===== src/bus_seq_defs.vh =====
// Constants for the external bus machine-cycle sequencer
`ifndef BUS_SEQ_DEFS_VH
`define BUS_SEQ_DEFS_VH

// Instruction codes presented on cmd_op
`define OP_IDLE          4'h0
`define OP_NEGATE        4'h1
`define OP_MULTIPLY      4'h2
`define OP_COPY_UP_RPT   4'h3
`define OP_COPY_DN_RPT   4'h4
`define OP_PORT_IMM_ACC  4'h5
`define OP_PORT_BC_REG   4'h6
`define OP_PAGE0_WRITE   4'h7
`define OP_PBLK_INC      4'h8
`define OP_PBLK_DEC      4'h9
`define OP_PBLK_INC_RPT  4'hA
`define OP_PBLK_DEC_RPT  4'hB
`define OP_PCOPY_INC     4'hC
`define OP_PCOPY_DEC     4'hD
`define OP_PCOPY_INC_RPT 4'hE
`define OP_PCOPY_DEC_RPT 4'hF

// Machine cycle kinds
`define K_FETCH1 3'h0
`define K_FETCH2 3'h1
`define K_OPRD   3'h2
`define K_MEMRD  3'h3
`define K_MEMWR  3'h4
`define K_IOWR   3'h5
`define K_IDLE   3'h6
`define K_END    3'h7

// Step, buffer and page figures
`define MULT_LAST_STEP 4'hC
`define FIFO_DEPTH     2'h2
`define PAGE0_HIGH     8'h00

`endif

===== src/bus_seq.v =====
// Machine-cycle sequencer for the external memory and I/O bus
`timescale 1ns/1ps
`include "bus_seq_defs.vh"

// Function
// - Every instruction opens with a three-state first opcode fetch.
// - Second opcode fetch matches the first but raises opening_fetch_flag.
// - Block copy reads at HL then writes at DE after two fetches.
// - Block copy adds two idle states when the pair count stays nonzero.
// - Block copy ends right after the write when the pair count is zero.
// - Multiply runs two fetches then eleven idle machine cycles.
// - Negate is only the first and second opcode fetches.
// - The idle instruction is one opcode fetch alone.
// - Accumulator port output: fetch, operand, idle, write port and accumulator.
// - Register output to BC: two fetches, idle, I/O write at BC.
// - Page-zero port write: fetches, operand, idle, write with high byte zero.
// - Port block once: fetches, idle, read HL, write C page zero, idle.
// - Repeating port block ends with three idle states when B nonzero.
// - Repeating port block ends with one idle state when B is zero.
// - Port copy: two fetches, read HL, I/O write at BC, no idle.
// - Repeating port copy appends two idle states when B is nonzero.
// - Halt stays high; memory and I/O writes assert the store strobe and their own request.
module bus_seq (
  input  wire        clk_sys,
  input  wire        rst_n,
  input  wire        cmd_valid,
  output wire        cmd_ready,
  input  wire [3:0]  cmd_op,
  input  wire [15:0] cmd_pc,
  input  wire [15:0] cmd_hl,
  input  wire [15:0] cmd_de,
  input  wire [15:0] cmd_bc,
  input  wire [7:0]  cmd_acc,
  input  wire [7:0]  cmd_g,
  output reg  [15:0] addr_q,
  input  wire [7:0]  data_in,
  output reg  [7:0]  data_out_q,
  output reg         data_oe_q,
  output reg         read_strobe_n,
  output reg         store_strobe_n,
  output reg         memory_request_n,
  output reg         io_request_n,
  output reg         opcode_fetch_flag_n,
  output reg         opening_fetch_flag,
  output reg         halt_n,
  output wire        rd_valid,
  input  wire        rd_ready,
  output wire [7:0]  rd_data
);

  localparam [5:0] WAIT_CMD   = 6'h01;
  localparam [5:0] BUS_T1     = 6'h02;
  localparam [5:0] BUS_T2     = 6'h04;
  localparam [5:0] BUS_T3     = 6'h08;
  localparam [5:0] IDLE_STATE = 6'h10;
  localparam [5:0] HOLD_FIFO  = 6'h20;

  reg  [5:0]  st_q;
  reg  [3:0]  op_q;
  reg  [3:0]  step_q;
  reg  [2:0]  kind_q;
  reg  [15:0] pc_q;
  reg  [15:0] hl_q;
  reg  [15:0] de_q;
  reg  [15:0] bc_q;
  reg  [7:0]  acc_q;
  reg  [7:0]  g_q;
  reg  [7:0]  port_q;
  reg  [7:0]  byte_q;

  // Two-entry read data buffer
  reg  [7:0]  buf_mem [0:1];
  reg         wp_q;
  reg         rp_q;
  reg  [1:0]  cnt_q;
  reg  [1:0]  cnt_d;
  wire        push;
  wire        pop;

  wire        start;
  wire        at_end;
  wire        go;
  reg  [3:0]  nstep;
  wire [3:0]  op_src;
  wire        nz;
  wire        rpt;
  reg  [2:0]  nk;
  reg  [3:0]  eff_step;
  reg  [2:0]  eff_kind;
  wire        is_rd;
  wire [7:0]  wr_byte;

  // Kind of machine cycle at a step of an instruction
  function [2:0] step_kind;
    input [3:0] op;
    input [3:0] s;
    input       cnt_nz;
    begin
      if (s == 4'h0) begin
        step_kind = `K_FETCH1;
      end else begin
        step_kind = `K_END;
        case (op)
          `OP_IDLE: begin
            step_kind = `K_END;
          end
          `OP_NEGATE: begin
            if (s == 4'h1)
              step_kind = `K_FETCH2;
          end
          `OP_MULTIPLY: begin
            if (s == 4'h1)
              step_kind = `K_FETCH2;
            else if (s <= `MULT_LAST_STEP)
              step_kind = `K_IDLE;
          end
          `OP_COPY_UP_RPT, `OP_COPY_DN_RPT: begin
            case (s)
              4'h1: step_kind = `K_FETCH2;
              4'h2: step_kind = `K_MEMRD;
              4'h3: step_kind = `K_MEMWR;
              4'h4, 4'h5: step_kind = cnt_nz ? `K_IDLE : `K_END;
              default: step_kind = `K_END;
            endcase
          end
          `OP_PORT_IMM_ACC: begin
            case (s)
              4'h1: step_kind = `K_OPRD;
              4'h2: step_kind = `K_IDLE;
              4'h3: step_kind = `K_IOWR;
              default: step_kind = `K_END;
            endcase
          end
          `OP_PORT_BC_REG: begin
            case (s)
              4'h1: step_kind = `K_FETCH2;
              4'h2: step_kind = `K_IDLE;
              4'h3: step_kind = `K_IOWR;
              default: step_kind = `K_END;
            endcase
          end
          `OP_PAGE0_WRITE: begin
            case (s)
              4'h1: step_kind = `K_FETCH2;
              4'h2: step_kind = `K_OPRD;
              4'h3: step_kind = `K_IDLE;
              4'h4: step_kind = `K_IOWR;
              default: step_kind = `K_END;
            endcase
          end
          `OP_PBLK_INC, `OP_PBLK_DEC,
          `OP_PBLK_INC_RPT, `OP_PBLK_DEC_RPT: begin
            case (s)
              4'h1: step_kind = `K_FETCH2;
              4'h2: step_kind = `K_IDLE;
              4'h3: step_kind = `K_MEMRD;
              4'h4: step_kind = `K_IOWR;
              4'h5: step_kind = `K_IDLE;
              4'h6, 4'h7: step_kind = (op[1] && cnt_nz) ?
                                      `K_IDLE : `K_END;
              default: step_kind = `K_END;
            endcase
          end
          default: begin
            case (s)
              4'h1: step_kind = `K_FETCH2;
              4'h2: step_kind = `K_MEMRD;
              4'h3: step_kind = `K_IOWR;
              4'h4, 4'h5: step_kind = (op[1] && cnt_nz) ?
                                      `K_IDLE : `K_END;
              default: step_kind = `K_END;
            endcase
          end
        endcase
      end
    end
  endfunction

  assign cmd_ready = (st_q == WAIT_CMD);
  assign start     = cmd_ready & cmd_valid;
  assign at_end    = (st_q == BUS_T3) | (st_q == IDLE_STATE);
  assign go        = start | at_end | (st_q == HOLD_FIFO);
  assign op_src    = start ? cmd_op : op_q;

  // Block copy counts the whole pair; port forms count the high byte
  assign nz  = ((op_q == `OP_COPY_UP_RPT) || (op_q == `OP_COPY_DN_RPT)) ?
               (bc_q != 16'h0000) : (bc_q[15:8] != 8'h00);
  assign rpt = (op_q == `OP_COPY_UP_RPT) || (op_q == `OP_COPY_DN_RPT) ||
               (op_q == `OP_PBLK_INC_RPT) || (op_q == `OP_PBLK_DEC_RPT) ||
               (op_q == `OP_PCOPY_INC_RPT) || (op_q == `OP_PCOPY_DEC_RPT);

  always @* begin
    if (start)
      nstep = 4'h0;
    else if (st_q == HOLD_FIFO)
      nstep = step_q;
    else
      nstep = step_q + 4'h1;
    nk = step_kind(op_src, nstep, nz);
    if (nk == `K_END && !start && rpt && nz) begin
      eff_step = 4'h0;
      eff_kind = `K_FETCH1;
    end else begin
      eff_step = nstep;
      eff_kind = nk;
    end
  end

  assign is_rd = (eff_kind == `K_FETCH1) || (eff_kind == `K_FETCH2) ||
                 (eff_kind == `K_OPRD) || (eff_kind == `K_MEMRD);

  // Byte read in the cycle now ending feeds a write launched at once
  assign wr_byte = (st_q == BUS_T3 && kind_q == `K_MEMRD) ? data_in : byte_q;

  assign push = (st_q == BUS_T3) &&
                ((kind_q == `K_FETCH1) || (kind_q == `K_FETCH2) ||
                 (kind_q == `K_OPRD) || (kind_q == `K_MEMRD));
  assign pop      = rd_valid & rd_ready;
  assign rd_valid = (cnt_q != 2'h0);
  assign rd_data  = buf_mem[rp_q];

  always @* begin
    cnt_d = cnt_q;
    if (push && !pop)
      cnt_d = cnt_q + 2'h1;
    else if (pop && !push)
      cnt_d = cnt_q - 2'h1;
  end

  always @(posedge clk_sys or negedge rst_n) begin
    if (!rst_n) begin
      wp_q       <= 1'b0;
      rp_q       <= 1'b0;
      cnt_q      <= 2'h0;
      buf_mem[0] <= 8'h00;
      buf_mem[1] <= 8'h00;
    end else begin
      cnt_q <= cnt_d;
      if (push) begin
        buf_mem[wp_q] <= data_in;
        wp_q          <= ~wp_q;
      end
      if (pop)
        rp_q <= ~rp_q;
    end
  end

  always @(posedge clk_sys or negedge rst_n) begin
    if (!rst_n) begin
      st_q                <= WAIT_CMD;
      op_q                <= 4'h0;
      step_q              <= 4'h0;
      kind_q              <= `K_END;
      pc_q                <= 16'h0000;
      hl_q                <= 16'h0000;
      de_q                <= 16'h0000;
      bc_q                <= 16'h0000;
      acc_q               <= 8'h00;
      g_q                 <= 8'h00;
      port_q              <= 8'h00;
      byte_q              <= 8'h00;
      addr_q              <= 16'h0000;
      data_out_q          <= 8'h00;
      data_oe_q           <= 1'b0;
      read_strobe_n       <= 1'b1;
      store_strobe_n      <= 1'b1;
      memory_request_n    <= 1'b1;
      io_request_n        <= 1'b1;
      opcode_fetch_flag_n <= 1'b1;
      opening_fetch_flag  <= 1'b1;
      halt_n              <= 1'b1;
    end else begin
      halt_n <= 1'b1;
      if (st_q == BUS_T1)
        st_q <= BUS_T2;
      if (st_q == BUS_T2)
        st_q <= BUS_T3;
      if (st_q == BUS_T3) begin
        case (kind_q)
          `K_OPRD: port_q <= data_in;
          `K_MEMRD: begin
            byte_q <= data_in;
            // Copy codes count up on bit 0 set, port codes on bit 0 clear
            hl_q   <= (op_q[3] ^ op_q[0]) ? hl_q + 16'h0001 :
                                            hl_q - 16'h0001;
            if (op_q == `OP_COPY_UP_RPT || op_q == `OP_COPY_DN_RPT) begin
              bc_q <= bc_q - 16'h0001;
            end else if (op_q[3:2] == 2'b10) begin
              bc_q[15:8] <= bc_q[15:8] - 8'h01;
              bc_q[7:0]  <= op_q[0] ? bc_q[7:0] - 8'h01 : bc_q[7:0] + 8'h01;
            end else begin
              bc_q[15:8] <= bc_q[15:8] - 8'h01;
            end
          end
          `K_MEMWR: de_q <= op_q[0] ? de_q + 16'h0001 : de_q - 16'h0001;
          default: ;
        endcase
      end
      if (start) begin
        op_q  <= cmd_op;
        pc_q  <= cmd_pc;
        hl_q  <= cmd_hl;
        de_q  <= cmd_de;
        bc_q  <= cmd_bc;
        acc_q <= cmd_acc;
        g_q   <= cmd_g;
      end
      if (go) begin
        step_q              <= eff_step;
        kind_q              <= eff_kind;
        read_strobe_n       <= 1'b1;
        store_strobe_n      <= 1'b1;
        memory_request_n    <= 1'b1;
        io_request_n        <= 1'b1;
        opcode_fetch_flag_n <= 1'b1;
        opening_fetch_flag  <= 1'b1;
        data_oe_q           <= 1'b0;
        if (eff_kind == `K_END) begin
          st_q <= WAIT_CMD;
        end else if (eff_kind == `K_IDLE) begin
          st_q <= IDLE_STATE;
        end else if (is_rd && cnt_d == `FIFO_DEPTH) begin
          st_q <= HOLD_FIFO;
        end else begin
          st_q <= BUS_T1;
          case (eff_kind)
            `K_FETCH1: begin
              addr_q              <= start ? cmd_pc : pc_q;
              read_strobe_n       <= 1'b0;
              memory_request_n    <= 1'b0;
              opcode_fetch_flag_n <= 1'b0;
              opening_fetch_flag  <= 1'b0;
            end
            `K_FETCH2: begin
              addr_q              <= pc_q + 16'h0001;
              read_strobe_n       <= 1'b0;
              memory_request_n    <= 1'b0;
              opcode_fetch_flag_n <= 1'b0;
            end
            `K_OPRD: begin
              addr_q           <= (op_q == `OP_PORT_IMM_ACC) ?
                                  pc_q + 16'h0001 : pc_q + 16'h0002;
              read_strobe_n    <= 1'b0;
              memory_request_n <= 1'b0;
            end
            `K_MEMRD: begin
              addr_q           <= hl_q;
              read_strobe_n    <= 1'b0;
              memory_request_n <= 1'b0;
            end
            `K_MEMWR: begin
              addr_q           <= de_q;
              data_out_q       <= wr_byte;
              data_oe_q        <= 1'b1;
              store_strobe_n   <= 1'b0;
              memory_request_n <= 1'b0;
            end
            default: begin
              store_strobe_n <= 1'b0;
              io_request_n   <= 1'b0;
              data_oe_q      <= 1'b1;
              case (op_q)
                `OP_PORT_IMM_ACC: begin
                  addr_q     <= {acc_q, port_q};
                  data_out_q <= acc_q;
                end
                `OP_PORT_BC_REG: begin
                  addr_q     <= bc_q;
                  data_out_q <= g_q;
                end
                `OP_PAGE0_WRITE: begin
                  addr_q     <= {`PAGE0_HIGH, port_q};
                  data_out_q <= g_q;
                end
                `OP_PBLK_INC, `OP_PBLK_DEC,
                `OP_PBLK_INC_RPT, `OP_PBLK_DEC_RPT: begin
                  addr_q     <= {`PAGE0_HIGH, bc_q[7:0]};
                  data_out_q <= wr_byte;
                end
                default: begin
                  addr_q     <= bc_q;
                  data_out_q <= wr_byte;
                end
              endcase
            end
          endcase
        end
      end
    end
  end

endmodule // bus_seq


===== config.mk =====
export PLATFORM = sky130hd
export DESIGN_NAME = bus_seq
export DESIGN_NICKNAME = d
export VERILOG_FILES = /design/src/bus_seq.v
export VERILOG_INCLUDE_DIRS = /design/src
export SDC_FILE = /design/constraint.sdc
export NUM_CORES = 1
export LEC_CHECK = 0
export ABC_AREA = 1
export BUFFER_PORTS_ARGS = -buffer_cell sky130_fd_sc_hd__clkbuf_2
export CAP_MARGIN = 20
export CORE_ASPECT_RATIO = 1.2
export CORE_MARGIN = 2
export CORE_UTILIZATION = 50
export CTS_CLUSTER_SIZE = 28
export DETAILED_ROUTE_END_ITERATION = 6
export GPL_ROUTABILITY_DRIVEN = 0
export PLACE_DENSITY = 0.71
export SYNTH_ARGS = -nofsm -noshare
export SYNTH_HDL_FRONTEND = slang
export SYNTH_SLANG_ARGS = --single-unit

===== constraint.sdc =====
create_clock -name clk_sys -period 3.6 [get_ports clk_sys]
set_input_delay 0.72 -clock clk_sys [delete_from_list [all_inputs] [get_ports clk_sys]]
set_output_delay 0.72 -clock clk_sys [all_outputs]
set_load 0.1 [all_outputs]

# Yosys cells after proc, flatten, opt, wreduce, memory -nomap -nowiden

Index checks and enable logic that the tools add are counted.

Reduce and logical (&&, ||, !) cells: 53
Add/sub/neg operators: 13
Equality and inequality tests: 48
Magnitude comparators: 4
Bitwise operators: 14
Mux-type cells: 81

Operators with widths:

| operator                                            | number |
|---|---|
| 2-to-1 mux 16 bit                                   | 14 |
| one-hot mux 16 bit (5 select lines)                 | 1 |
| 2-to-1 mux 8 bit                                    | 7 |
| adder 16 x 1 -> 16 bit (second input constant)      | 3 |
| == test 4 x 3 -> 1 bit (second input constant)      | 12 |
| one-hot mux 16 bit (3 select lines)                 | 1 |
| subtractor 16 x 1 -> 16 bit (second input constant) | 3 |
| == test 4 bit (second input constant)               | 10 |
| 2-to-1 mux 6 bit                                    | 6 |
| one-hot mux 3 bit (4 select lines)                  | 3 |
| one-hot mux 8 bit (2 select lines)                  | 2 |
| 2-to-1 mux 1 bit                                    | 31 |
| one-hot mux 3 bit (8 select lines)                  | 1 |
| == test 4 x 2 -> 1 bit (second input constant)      | 5 |
| one-hot mux 3 bit (3 select lines)                  | 2 |
| adder 16 x 2 -> 16 bit (second input constant)      | 1 |
| bitwise mux 16 bit                                  | 1 |
| 2-to-1 mux 4 bit                                    | 4 |
| nonzero test 16 bit                                 | 1 |
| subtractor 8 x 1 -> 8 bit (second input constant)   | 2 |
| == test 3 bit (second input constant)               | 5 |
| one-hot mux 3 bit (5 select lines)                  | 1 |
| == test 3 x 2 -> 1 bit (second input constant)      | 4 |
| 2-to-1 mux 3 bit                                    | 4 |
| 38 further kinds                                    | 89 |

Output and inout port bits: 42
Bits in registers: 164

# Logic depth before layout (Yosys ltp)

Gate-level depths: netlist (run 1).

Depth after elaboration: 22
Depth in mapped cells: 25
Depth with buffers taken out: 24

# Least setup slack after synthesis (run 1)

No wires, ideal clock.

Path type: reg2reg
From: register op_q[0]
To: register de_q[15]
Setup slack: 0.396 ns
Setup time: 0.121 ns
Cell stages (with the launch flop): 18
Data arrival time: 3.083 ns
Path through: dfrtp_1 -> clkbuf_1 -> inv_1 -> ha_1 -> a21oi_1 -> nand2_1 -> a21oi_1 -> o21ai_0 -> a21boi_0 -> o21ai_0 -> a21boi_0 -> nor2_1 -> o21ai_0 -> nand2_1 -> nand2_1 -> nand2_1 -> o21bai_1 -> nand2_1

Word-level cells in the longest chain between the ends: 4

Ends and longest elaborated chain:

| element                | RTL line      | text |
|---|---|---|
| start, declared        | bus_seq.v:59  | `reg [3:0] op_q;` |
| start signal, assigned | bus_seq.v:300 | `op_q <= cmd_op;` |
| 2-to-1 mux 16 bit      | bus_seq.v:295 | `` `K_MEMWR: de_q <= op_q[0] ? de_q + 16'h0001 : de_q - 16'h0001; `` |
| 2-to-1 mux 16 bit      | bus_seq.v:279 | `case (kind_q)` |
| 2-to-1 mux 16 bit      | bus_seq.v:278 | `if (st_q == BUS_T3) begin` |
| 2-to-1 mux 16 bit      | bus_seq.v:299 | `if (start) begin` |
| end signal, assigned   | bus_seq.v:295 |  |
| end signal, assigned   | bus_seq.v:303 | `de_q <= cmd_de;` |
| end, declared          | bus_seq.v:64  | `reg [15:0] de_q;` |

Every way passes these cells. The select of a mux whose other input is x is not followed.
A chain may end at the register's enable or synchronous reset.

# Final worst setup path (run 1)

From: register op_q[3]
To: register hl_q[15]

Word-level cells in the longest chain between the ends: 5

Ends and longest elaborated chain:

| element              | RTL line      | text |
|---|---|---|
| bitwise XOR 1 bit    | bus_seq.v:284 | `hl_q <= (op_q[3] ^ op_q[0]) ? hl_q + 16'h0001 :` |
| 2-to-1 mux 16 bit    | bus_seq.v:284 |  |
| 2-to-1 mux 16 bit    | bus_seq.v:279 |  |
| 2-to-1 mux 16 bit    | bus_seq.v:278 |  |
| 2-to-1 mux 16 bit    | bus_seq.v:299 |  |
| end signal, assigned | bus_seq.v:284 |  |
| end signal, assigned | bus_seq.v:302 | `hl_q <= cmd_hl;` |
| end, declared        | bus_seq.v:63  | `reg [15:0] hl_q;` |

Every way passes these cells. The select of a mux whose other input is x is not followed.

==> results by group, run 1 <==
Synthesis
  • Cells after Synth: 1559
  • YS warnings: 0
  • Sequential share of the synthesized area: 36.8%
  • Post-synth cell types: 52
  • Post-synth EDFFs: 0
  • Ys flop type: dfrtp_1
  • Synthesized area: 11200 um^2
  • Mean post-synth cell area: 7.18 um^2
  • Synth Net Count: 1699
  • Post-synth ARST share: 100%
  • Synth Register Bits: 164

Layout
  • Share of layout cells above drive strength 1: 15.9%
  • Area Overhead vs Synth: 14.9%
  • Finished Cell Area: 12900 um^2
  • Ant. Diodes: 0
  • # fillers: 2081
  • Final #Nets: 1835

STA
  • Final setup vio count: 0
  • Min Hold Slack: 203 ps
  • Worst-Margin Slew: 1000 ps
  • Tcrit/Tclk final: 92.9%
  • RSZ-0062 raised after global routing: true
  • F_max: 0.299 GHz
  • Final Hold Vio Count: 0
  • Final critical-path required period: 3340 ps
  • Max Slew Vio Count: 0
  • Slew Limit Headroom: 33.1%
  • Clock Skews: 15.1 ps

Clocking
  • Clock Tree Buf Depth: 2
  • Htree depth: 4
  • # hold bufs at CTS: 0
  • Inserted Clock Buffers: 17
  • TritonCTS clock tree: done
  • Worst-Skew Late Latency: 450 ps
  • CTS Sinks: 164
  • Clock root buffer: clkbuf_16
  • CTS clk-pin slew, worst paths: 80 ps

Routing
  • Drt via density: 5.63
  • Final ANT Viol Nets: 0
  • Number of DRC markers in iteration 0: 1033
  • Via count: 11188
  • Routed Wire Length: 33.6 mm
  • Pre-Repair DR Iteration Count: 7
  • Drt drc: 0
  • Drt wl/cell: 16.9 um

Global routing
  • First-pass GRT wire length: 54.5 mm
  • Vias in the first global route: 10568
  • Grt ovf: 0
  • GRT Total Usage: 28.8%
  • Largest net degree at the start of global routing: 105
  • Initial antenna violation count: 0

Die
  • I/O pin count: 138
  • Core area: 22200 um^2
  • Die X: 141 um
  • Die height: 168 um
  • DIE AREA: 23600 um^2
  • Rows: 60
  • Initial Util: 50.4%

Worst setup path
  • Reg2reg start: op_q[3]
  • Critical Path Start Type: flop
  • Critical path fanouts, max: 9
  • Worst r2r dst: hl_q[15]
  • Critical Path RT: 3950 ps
  • Reg-to-reg setup timing slack: 260 ps
  • Setup crit end kind: flop
  • Worst path arrival time: 3700 ps
  • Worst Path Class, Setup: flop to flop
  • Register-to-Register Path Depth: 15

Place
  • Dpl cell area: 12200 um^2
  • Buffers added on ports: 136
  • Post-DP HPWL: 25.4 mm

Job
  • MaxCap Viol Count: 0

Status
  • Outcome: finished clean

Hold path
  • Min-Delay Path Class: primary input to async pin
-- placed cells by master (no fill, tap or decap), types with 3 or more instances in the layout --
| master | netlist | layout |
|---|---|---|
| nand3_2 | 4 | 4 |
| nor2_2 | 7 | 8 |
| o31ai_1 | 3 | 3 |
| xnor2_1 | 12 | 12 |
| o211ai_1 | 24 | 24 |
| inv_8 | 0 | 5 |
| a31oi_1 | 9 | 9 |
| inv_4 | 2 | 3 |
| fa_1 | 3 | 3 |
| a21boi_1 | 1 | 3 |
| nor4_1 | 4 | 4 |
| xor2_1 | 46 | 46 |
| clkbuf_16 | 0 | 17 |
| clkinv_1 | 4 | 4 |
| inv_6 | 0 | 5 |
| a21oi_1 | 52 | 52 |
| nor2_1 | 116 | 114 |
| inv_1 | 144 | 144 |
| dfrtp_1 | 154 | 154 |
| inv_2 | 11 | 10 |
| nand3_1 | 103 | 103 |
| clkbuf_2 | 0 | 135 |
| buf_4 | 5 | 39 |
| nor2_4 | 5 | 6 |
| o221ai_1 | 9 | 9 |
| ha_1 | 41 | 41 |
| o21ai_1 | 5 | 5 |
| dfstp_2 | 10 | 10 |
| nand2_2 | 7 | 8 |
| nand4_1 | 49 | 49 |
| o22ai_1 | 21 | 21 |
| nand2_1 | 463 | 462 |
| o21ai_0 | 144 | 144 |
| nor3_1 | 15 | 15 |
-- Yosys cell counts, drive strengths merged (9+ instances only) --
library cell	number	area, um^2
a21oi	53	269
a31oi	9	56.3
buf	27	215
clkbuf	35	131
dfrtp	154	3850
dfstp	10	263
ha	41	513
inv	157	594
nand2	472	1800
nand3	108	573
nand4	51	349
nor2	128	536
nor3	16	85.1
o211ai	24	180
o21ai	151	778
o221ai	9	78.8
o22ai	21	131
xnor2	12	105
xor2	46	403
-- cells by family after synthesis --
kind of cell / after synthesis / synth area share (%)
simple gates: 783 / 30.4
other cells: 1 / 0.0335
xor+xnor: 58 / 4.54
compound gates: 286 / 14.6
fa+ha+maj: 44 / 5.12
flops: 164 / 36.8
buf+inv: 223 / 8.54
-- layer usage --
layer / track usage, % / up-vias / routed length [um]
li1: - / 5423 / -
met1: 37.9 / 5239 / 14200
met2: 47.3 / 435 / 15900
met3: 3.78 / 91 / 2160
met4: 13.3 / 0 / 1380
met5: 0 / - / 0
-- critical path: stages (launching register included) --
cell,delay (ps)
dfrtp_1,460
nor2_1,110
nor2_2,250
inv_1,240
ha_1,380
nand2_1,80
nor2_1,40
a211oi_1,340
o21ai_0,260
nand3_1,130
o2111ai_1,160
a21o_1,200
a21oi_1,190
xor2_1,160
nor2_1,50
o21ai_0,210
-- sequential cells by signal, summed over array words and instances (netlist names), 2 cells and up --
register / cells
addr_q: 16
bc_q: 16
buf_mem: 16
de_q: 16
hl_q: 16
pc_q: 16
acc_q: 8
byte_q: 8
data_out_q: 8
g_q: 8
port_q: 8
st_q: 6
op_q: 4
step_q: 4
kind_q: 3
cnt_q: 2
-- how the worst max path moves through the flow --
| stage | to | from | cells past startpoint | slack (ps) |
|---|---|---|---|---|
| finish | hl_q[15] | op_q[3] | 15 | 260 |
| global route | de_q[15] | op_q[0] | 16 | -80 |
| CTS | hl_q[15] | op_q[0] | 16 | 170 |
| detailed placement | addr_q[5] | cmd_valid | 20 | 140 |
| global placement | addr_q[1] | cmd_valid | 21 | 10 |
| floorplan | de_q[15] | op_q[0] | 17 | 400 |
-- area by class of cell --
type | count | area, um^2 | area share (%)
timing repair buffer | 179 | 1050 | 8.13
clock inverter | 15 | 179 | 1.39
inverter | 161 | 612 | 4.76
multi-input combinational | 1172 | 6140 | 47.7
tap | 279 | 349 | 2.71
sequential | 164 | 4120 | 32.0
clock buffer | 17 | 425 | 3.31
-- metrics by stage --
step | utilization, % | TNS (ps) | setup slack (ps) | std cells
2_1_floorplan | - | 0 | 396 | 1559
3_3_place_gp | 54.9 | 0 | 12.2 | 1953
3_5_place_dp | 55.0 | 0 | 138 | 1954
4_1_cts | 57.7 | 0 | 173 | 1986
5_1_grt | 57.9 | -82.2 | -82.2 | 1987
6_report | 57.9 | 0 | 255 | 1987
-- repair_timing --
action / in CTS / in global routing
setup buffers: 0 / 1
gates resized for setup: 0 / 8
setup endpoints to repair: 0 / 21
Power of run 1 is not shown: default switching activity piles up to over one toggle a cycle in this logic, so the estimate is an artifact.
==> run 2: changes to the inputs <==
==> constraint.sdc (replaced) <==
create_clock -name clk_sys -period 3.9 [get_ports clk_sys]
set_input_delay 0.78 -clock clk_sys [delete_from_list [all_inputs] [get_ports clk_sys]]
set_output_delay 0.78 -clock clk_sys [all_outputs]
set_load 0.1 [all_outputs]
==> run 2 against run 1 <==
Hold slack better by 54 ps. Largest cell class unchanged. Die area unchanged. Setup slack gained 110 ps. Global-route usage barely moved. Utilization fell by 0.78 points. Clock skew fell by 5.3 ps. Final cell count down 0.81%. Highest routed layer unchanged. Critical path depth increased by 5. Wire length is 0.22% lower. Register-to-register slack better by 110 ps. Non-clock buffer count down 16. Via count grew 0.20%.
==> results by group, run 2 (same netlist as run 1, synthesis figures left out) <==
Status
  • Outcome: finished clean

Worst setup path
  • Critical Path Start Type: flop
  • Max incr delay on CP: 670 ps
  • Worst path arrival time: 3920 ps
  • Cell mode on critical path: nand2_1
  • Reg-to-reg setup timing slack: 360 ps
  • Crit-path slowest cell: nor2_2
  • Critical Path RT: 4280 ps
  • Critical path fanouts, max: 20
  • Top cell family by delay on the critical path: simple AND/OR/NAND/NOR gates
  • Worst Path Buf+Inv: 3
  • Setup crit end kind: flop
  • CP Cell Sequence: inv_1, nand2_1, nor3_1, nand3_1, a21oi_1, nand2_1, nand2_1, nand2_1, inv_2, nor2_1, nand2_1, nand2_2, nor2_2, buf_4, nand3_1, o21ai_0, nor2_1, nand3_1, nand2_1, nand2_1
  • Worst Path Class, Setup: flop to flop

Clocking
  • TritonCTS clock tree: done
  • CTS-repair resized insts: 0
  • CTS Sinks: 164
  • Clock Tree Buf Depth: 2
  • Worst-Skew Late Latency: 440 ps
  • Post-CTS setup buffers: 0
  • # hold bufs at CTS: 0
  • Clock root buffer: clkbuf_16
  • CTS clk-pin slew, worst paths: 80 ps
  • Inserted Clock Buffers: 17
  • Htree depth: 4

Layout
  • Share of layout cells above drive strength 1: 15.0%
  • Finished Cell Area: 12700 um^2
  • Area of the multi-input gates: 6130 um^2
  • # fillers: 2156
  • Area Overhead vs Synth: 13.3%
  • Most common cell after layout, fill and taps aside: nand2_1
  • Final #Nets: 1819
  • Ant. Diodes: 0
  • Seq. cell area: 4120 um^2
  • Most frequent cells in the layout: nand2_1, dfrtp_1, inv_1, o21ai_0, clkbuf_2

Global routing
  • GRT Total Usage: 28.8%
  • Largest net degree at the start of global routing: 86
  • Vias in the first global route: 10551
  • Initial antenna violation count: 0
  • First-pass GRT wire length: 54.6 mm
  • Grt ovf: 0

Routing
  • Via count: 11210
  • Number of DRC markers in iteration 0: 1170
  • Final ANT Viol Nets: 0
  • Drt wl/cell: 17.0 um
  • Drt via density: 5.69
  • Drt drc: 0
  • Routed Wire Length: 33.6 mm
  • Pre-Repair DR Iteration Count: 6

STA
  • Tcrit/Tclk final: 90.8%
  • Slew Limit Headroom: 40.1%
  • Clock Skews: 9.82 ps
  • Max Slew Vio Count: 0
  • Final Hold Vio Count: 0
  • RSZ-0062 raised after global routing: false
  • F_max: 0.283 GHz
  • Worst-Margin Slew: 897 ps
  • Final setup vio count: 0
  • Setup TNS: 0 ps
  • Final critical-path required period: 3540 ps

Die
  • Die X: 141 um
  • Initial Util: 50.4%
  • Die height: 168 um
  • I/O pin count: 138
  • Core area: 22200 um^2
  • Rows: 60
  • DIE AREA: 23600 um^2

Place
  • Dpl cell area: 12100 um^2
  • Buffers added on ports: 136
  • Post-DP HPWL: 25.0 mm

Hold path
  • Min-Delay Path Class: primary input to async pin

Job
  • MaxCap Viol Count: 0
run 2: cell count changes in the layout (fill, tap and decap cells not counted), sizes merged:
cell | before | now
clkinvlp | 1 | 0
bufinv | 1 | 0
inv | 167 | 164
buf | 44 | 28
clkinv | 7 | 12
run 2: cell type report:
cell class / count / area share [%]
Multi-Input combinational cell: 1172 / 48.3
Timing Repair Buffer: 163 / 7.11
Inverter: 161 / 4.80
Clock buffer: 17 / 3.35
Tap cell: 279 / 2.75
Sequential cell: 164 / 32.4
Clock inverter: 15 / 1.27
run 2: worst register-to-register path: stages (launching register included):
cell,delay [ps]
dfrtp_1,420
inv_1,120
nand2_1,100
nor3_1,360
nand3_1,190
a21oi_1,350
nand2_1,110
nand2_1,80
nand2_1,70
inv_2,50
nor2_1,40
nand2_1,80
nand2_2,60
nor2_2,670
buf_4,340
nand3_1,80
o21ai_0,90
nor2_1,60
nand3_1,70
nand2_1,60
nand2_1,70
run 2: per-layer routing:
layer | up-vias | global-route usage, % | routed length (um)
met5 | - | 0 | 0
met4 | 0 | 11.0 | 1040
met3 | 80 | 3.95 | 2280
met2 | 487 | 47.4 | 16000
met1 | 5235 | 38.7 | 14300
li1 | 5408 | - | -
run 2: per-stage QoR:
step	std cells	hold WS (ps)	util, %	setup slack [ps]
finish	1971	257	57.1	360
CTS	1971	268	57.1	399
global placement	1939	456	54.5	323
global route	1971	291	57.1	8.98
floorplan	1559	448	-	696
detailed placement	1939	466	54.5	230
run 2: worst paths after layout:
check / start / end / cells past startpoint
max: bc_q[4] / addr_q[1] / 20
min: rst_n / buf_mem[3] / 1
max reg2reg: bc_q[4] / addr_q[1] / 20
min reg2reg: read_strobe_n / read_strobe_n / 2
max in group asynchronous: rst_n / addr_q[7] / 2
min in group clk_sys: read_strobe_n / read_strobe_n / 2
Power of run 2 is left out for the same reason.
==> run 3: changes to the inputs <==
--- a/config.mk
+++ b/config.mk
@@ -14,7 +14,7 @@
 export CORE_UTILIZATION = 50
 export CTS_CLUSTER_SIZE = 28
 export DETAILED_ROUTE_END_ITERATION = 6
-export GPL_ROUTABILITY_DRIVEN = 0
+export GPL_TIMING_DRIVEN = 0
 export PLACE_DENSITY = 0.71
 export SYNTH_ARGS = -nofsm -noshare
 export SYNTH_HDL_FRONTEND = slang
==> run 3 against run 2 <==
Sequential share of layout area fell by 0.52 points. Die area stayed put. Sequential cell count stayed put.
==> results by group, run 3 (same netlist as run 1, synthesis figures left out) <==
STA
  • RSZ-0062 raised after global routing: false
  • Final critical-path required period: 3630 ps
  • F_max: 0.275 GHz
  • Clock Skews: 12.1 ps
  • Worst-Margin Slew: 929 ps
  • Slew Limit Headroom: 37.8%
  • Max Slew Vio Count: 0
  • Final Hold Vio Count: 0
  • Final setup vio count: 0
  • Tcrit/Tclk final: 93.1%

Clocking
  • Inserted Clock Buffers: 17
  • # hold bufs at CTS: 0
  • Clock root buffer: clkbuf_16
  • TritonCTS clock tree: done
  • Htree depth: 4
  • CTS Sinks: 164
  • Clock Tree Buf Depth: 2
  • Worst-Skew Late Latency: 440 ps
  • CTS clk-pin slew, worst paths: 80 ps

Routing
  • Drt drc: 0
  • Routed Wire Length: 34.5 mm
  • Drt wl/cell: 17.2 um
  • Number of DRC markers in iteration 0: 886
  • Drt via density: 5.58
  • Pre-Repair DR Iteration Count: 5
  • Final ANT Viol Nets: 0
  • Via count: 11212

Layout
  • Area Overhead vs Synth: 15.2%
  • Share of layout cells above drive strength 1: 15.1%
  • Final #Nets: 1858
  • # fillers: 2110
  • Most frequent cells in the layout: nand2_1, dfrtp_1, o21ai_0
  • Final Util: 58.0%
  • Ant. Diodes: 0
  • Most common cell after layout, fill and taps aside: nand2_1

Job
  • MaxCap Viol Count: 0

Die
  • Die X: 141 um
  • DIE AREA: 23600 um^2
  • Initial Util: 50.4%
  • I/O pin count: 138
  • Rows: 60
  • Core area: 22200 um^2
  • Die height: 168 um

Place
  • Final RePlAce weighted congestion: 0.936
  • Post-DP HPWL: 26.5 mm
  • Buffers added on ports: 135

Worst setup path
  • Critical Path RT: 4260 ps
  • Setup crit end kind: flop
  • Critical Path Start Type: flop
  • Worst Path Class, Setup: flop to flop
  • Worst path arrival time: 3990 ps
  • Critical path fanouts, max: 10

Global routing
  • GRT Total Usage: 29.4%
  • Initial antenna violation count: 0
  • Largest net degree at the start of global routing: 98
  • First-pass GRT wire length: 55.5 mm
  • Vias in the first global route: 10706
  • Grt ovf: 0

Hold path
  • Min-Delay Path Class: primary input to async pin

Status
  • Outcome: finished clean
-- run 3: layout make-up --
type	instances	area [um^2]	area share, %
clock buffer	17	425	3.30
buffer	62	348	2.70
inverter	161	613	4.75
clock inverter	15	176	1.37
timing repair buffer	140	739	5.73
multi-input combinational	1172	6130	47.5
tap	279	349	2.71
sequential	164	4120	31.9
-- run 3: worst paths after layout --
check / start / depth (start not counted) / to / slack (ps)
setup / recovery: op_q[0] / 16 / de_q[14] / 270
hold / removal: rst_n / 1 / buf_mem[7] / 320
setup reg to reg: op_q[0] / 16 / de_q[14] / 270
hold reg to reg: read_strobe_n / 2 / read_strobe_n / 470
max in group asynchronous: rst_n / 2 / de_q[3] / 2670
min in group clk_sys: read_strobe_n / 2 / read_strobe_n / 470
-- run 3: what timing repair did --
item | 4_1_cts | 5_1_grt
setup endpoints to repair | 7 | 6
gates resized for setup | 3 | 5
setup buffers | 3 | 0
gates cloned | 0 | 0
-- run 3: critical path, stage by stage, from the launching register on --
cell and delay, ps:
dfrtp_1 530, clkbuf_2 310, clkinvlp_4 170, buf_4 220, fa_1 490, nand3_1 90
nand2_1 100, a31oi_1 230, o21ai_0 190, a21boi_0 320, o21ai_0 200, a21oi_1 180
nor2_1 60, nor2_1 110, xnor2_1 120, nor2_1 50, o21ai_0 160
-- run 3: metal layers --
layer	vias up	GRT usage (%)	routed length, um
li1	5484	-	-
met2	434	47.9	16300
met3	74	4.81	2210
met1	5220	39.8	14800
met4	0	10.8	1120
met5	-	0	0
-- run 3: metrics by stage --
step                      hold WS, ps  TNS (ps)  std cells  instance area (um^2)  setup WS, ps
after global placement            460   -146470       1973                 12200          -973
after CTS                         341         0       2009                 12900          62.6
after detailed placement          458      -415       1974                 12300          -238
after floorplan                   448         0       1559                 11200           696
final                             317         0       2010                 12900           270
after global routing              346         0       2010                 12900          10.5
Power of run 3 is left out for the same reason.
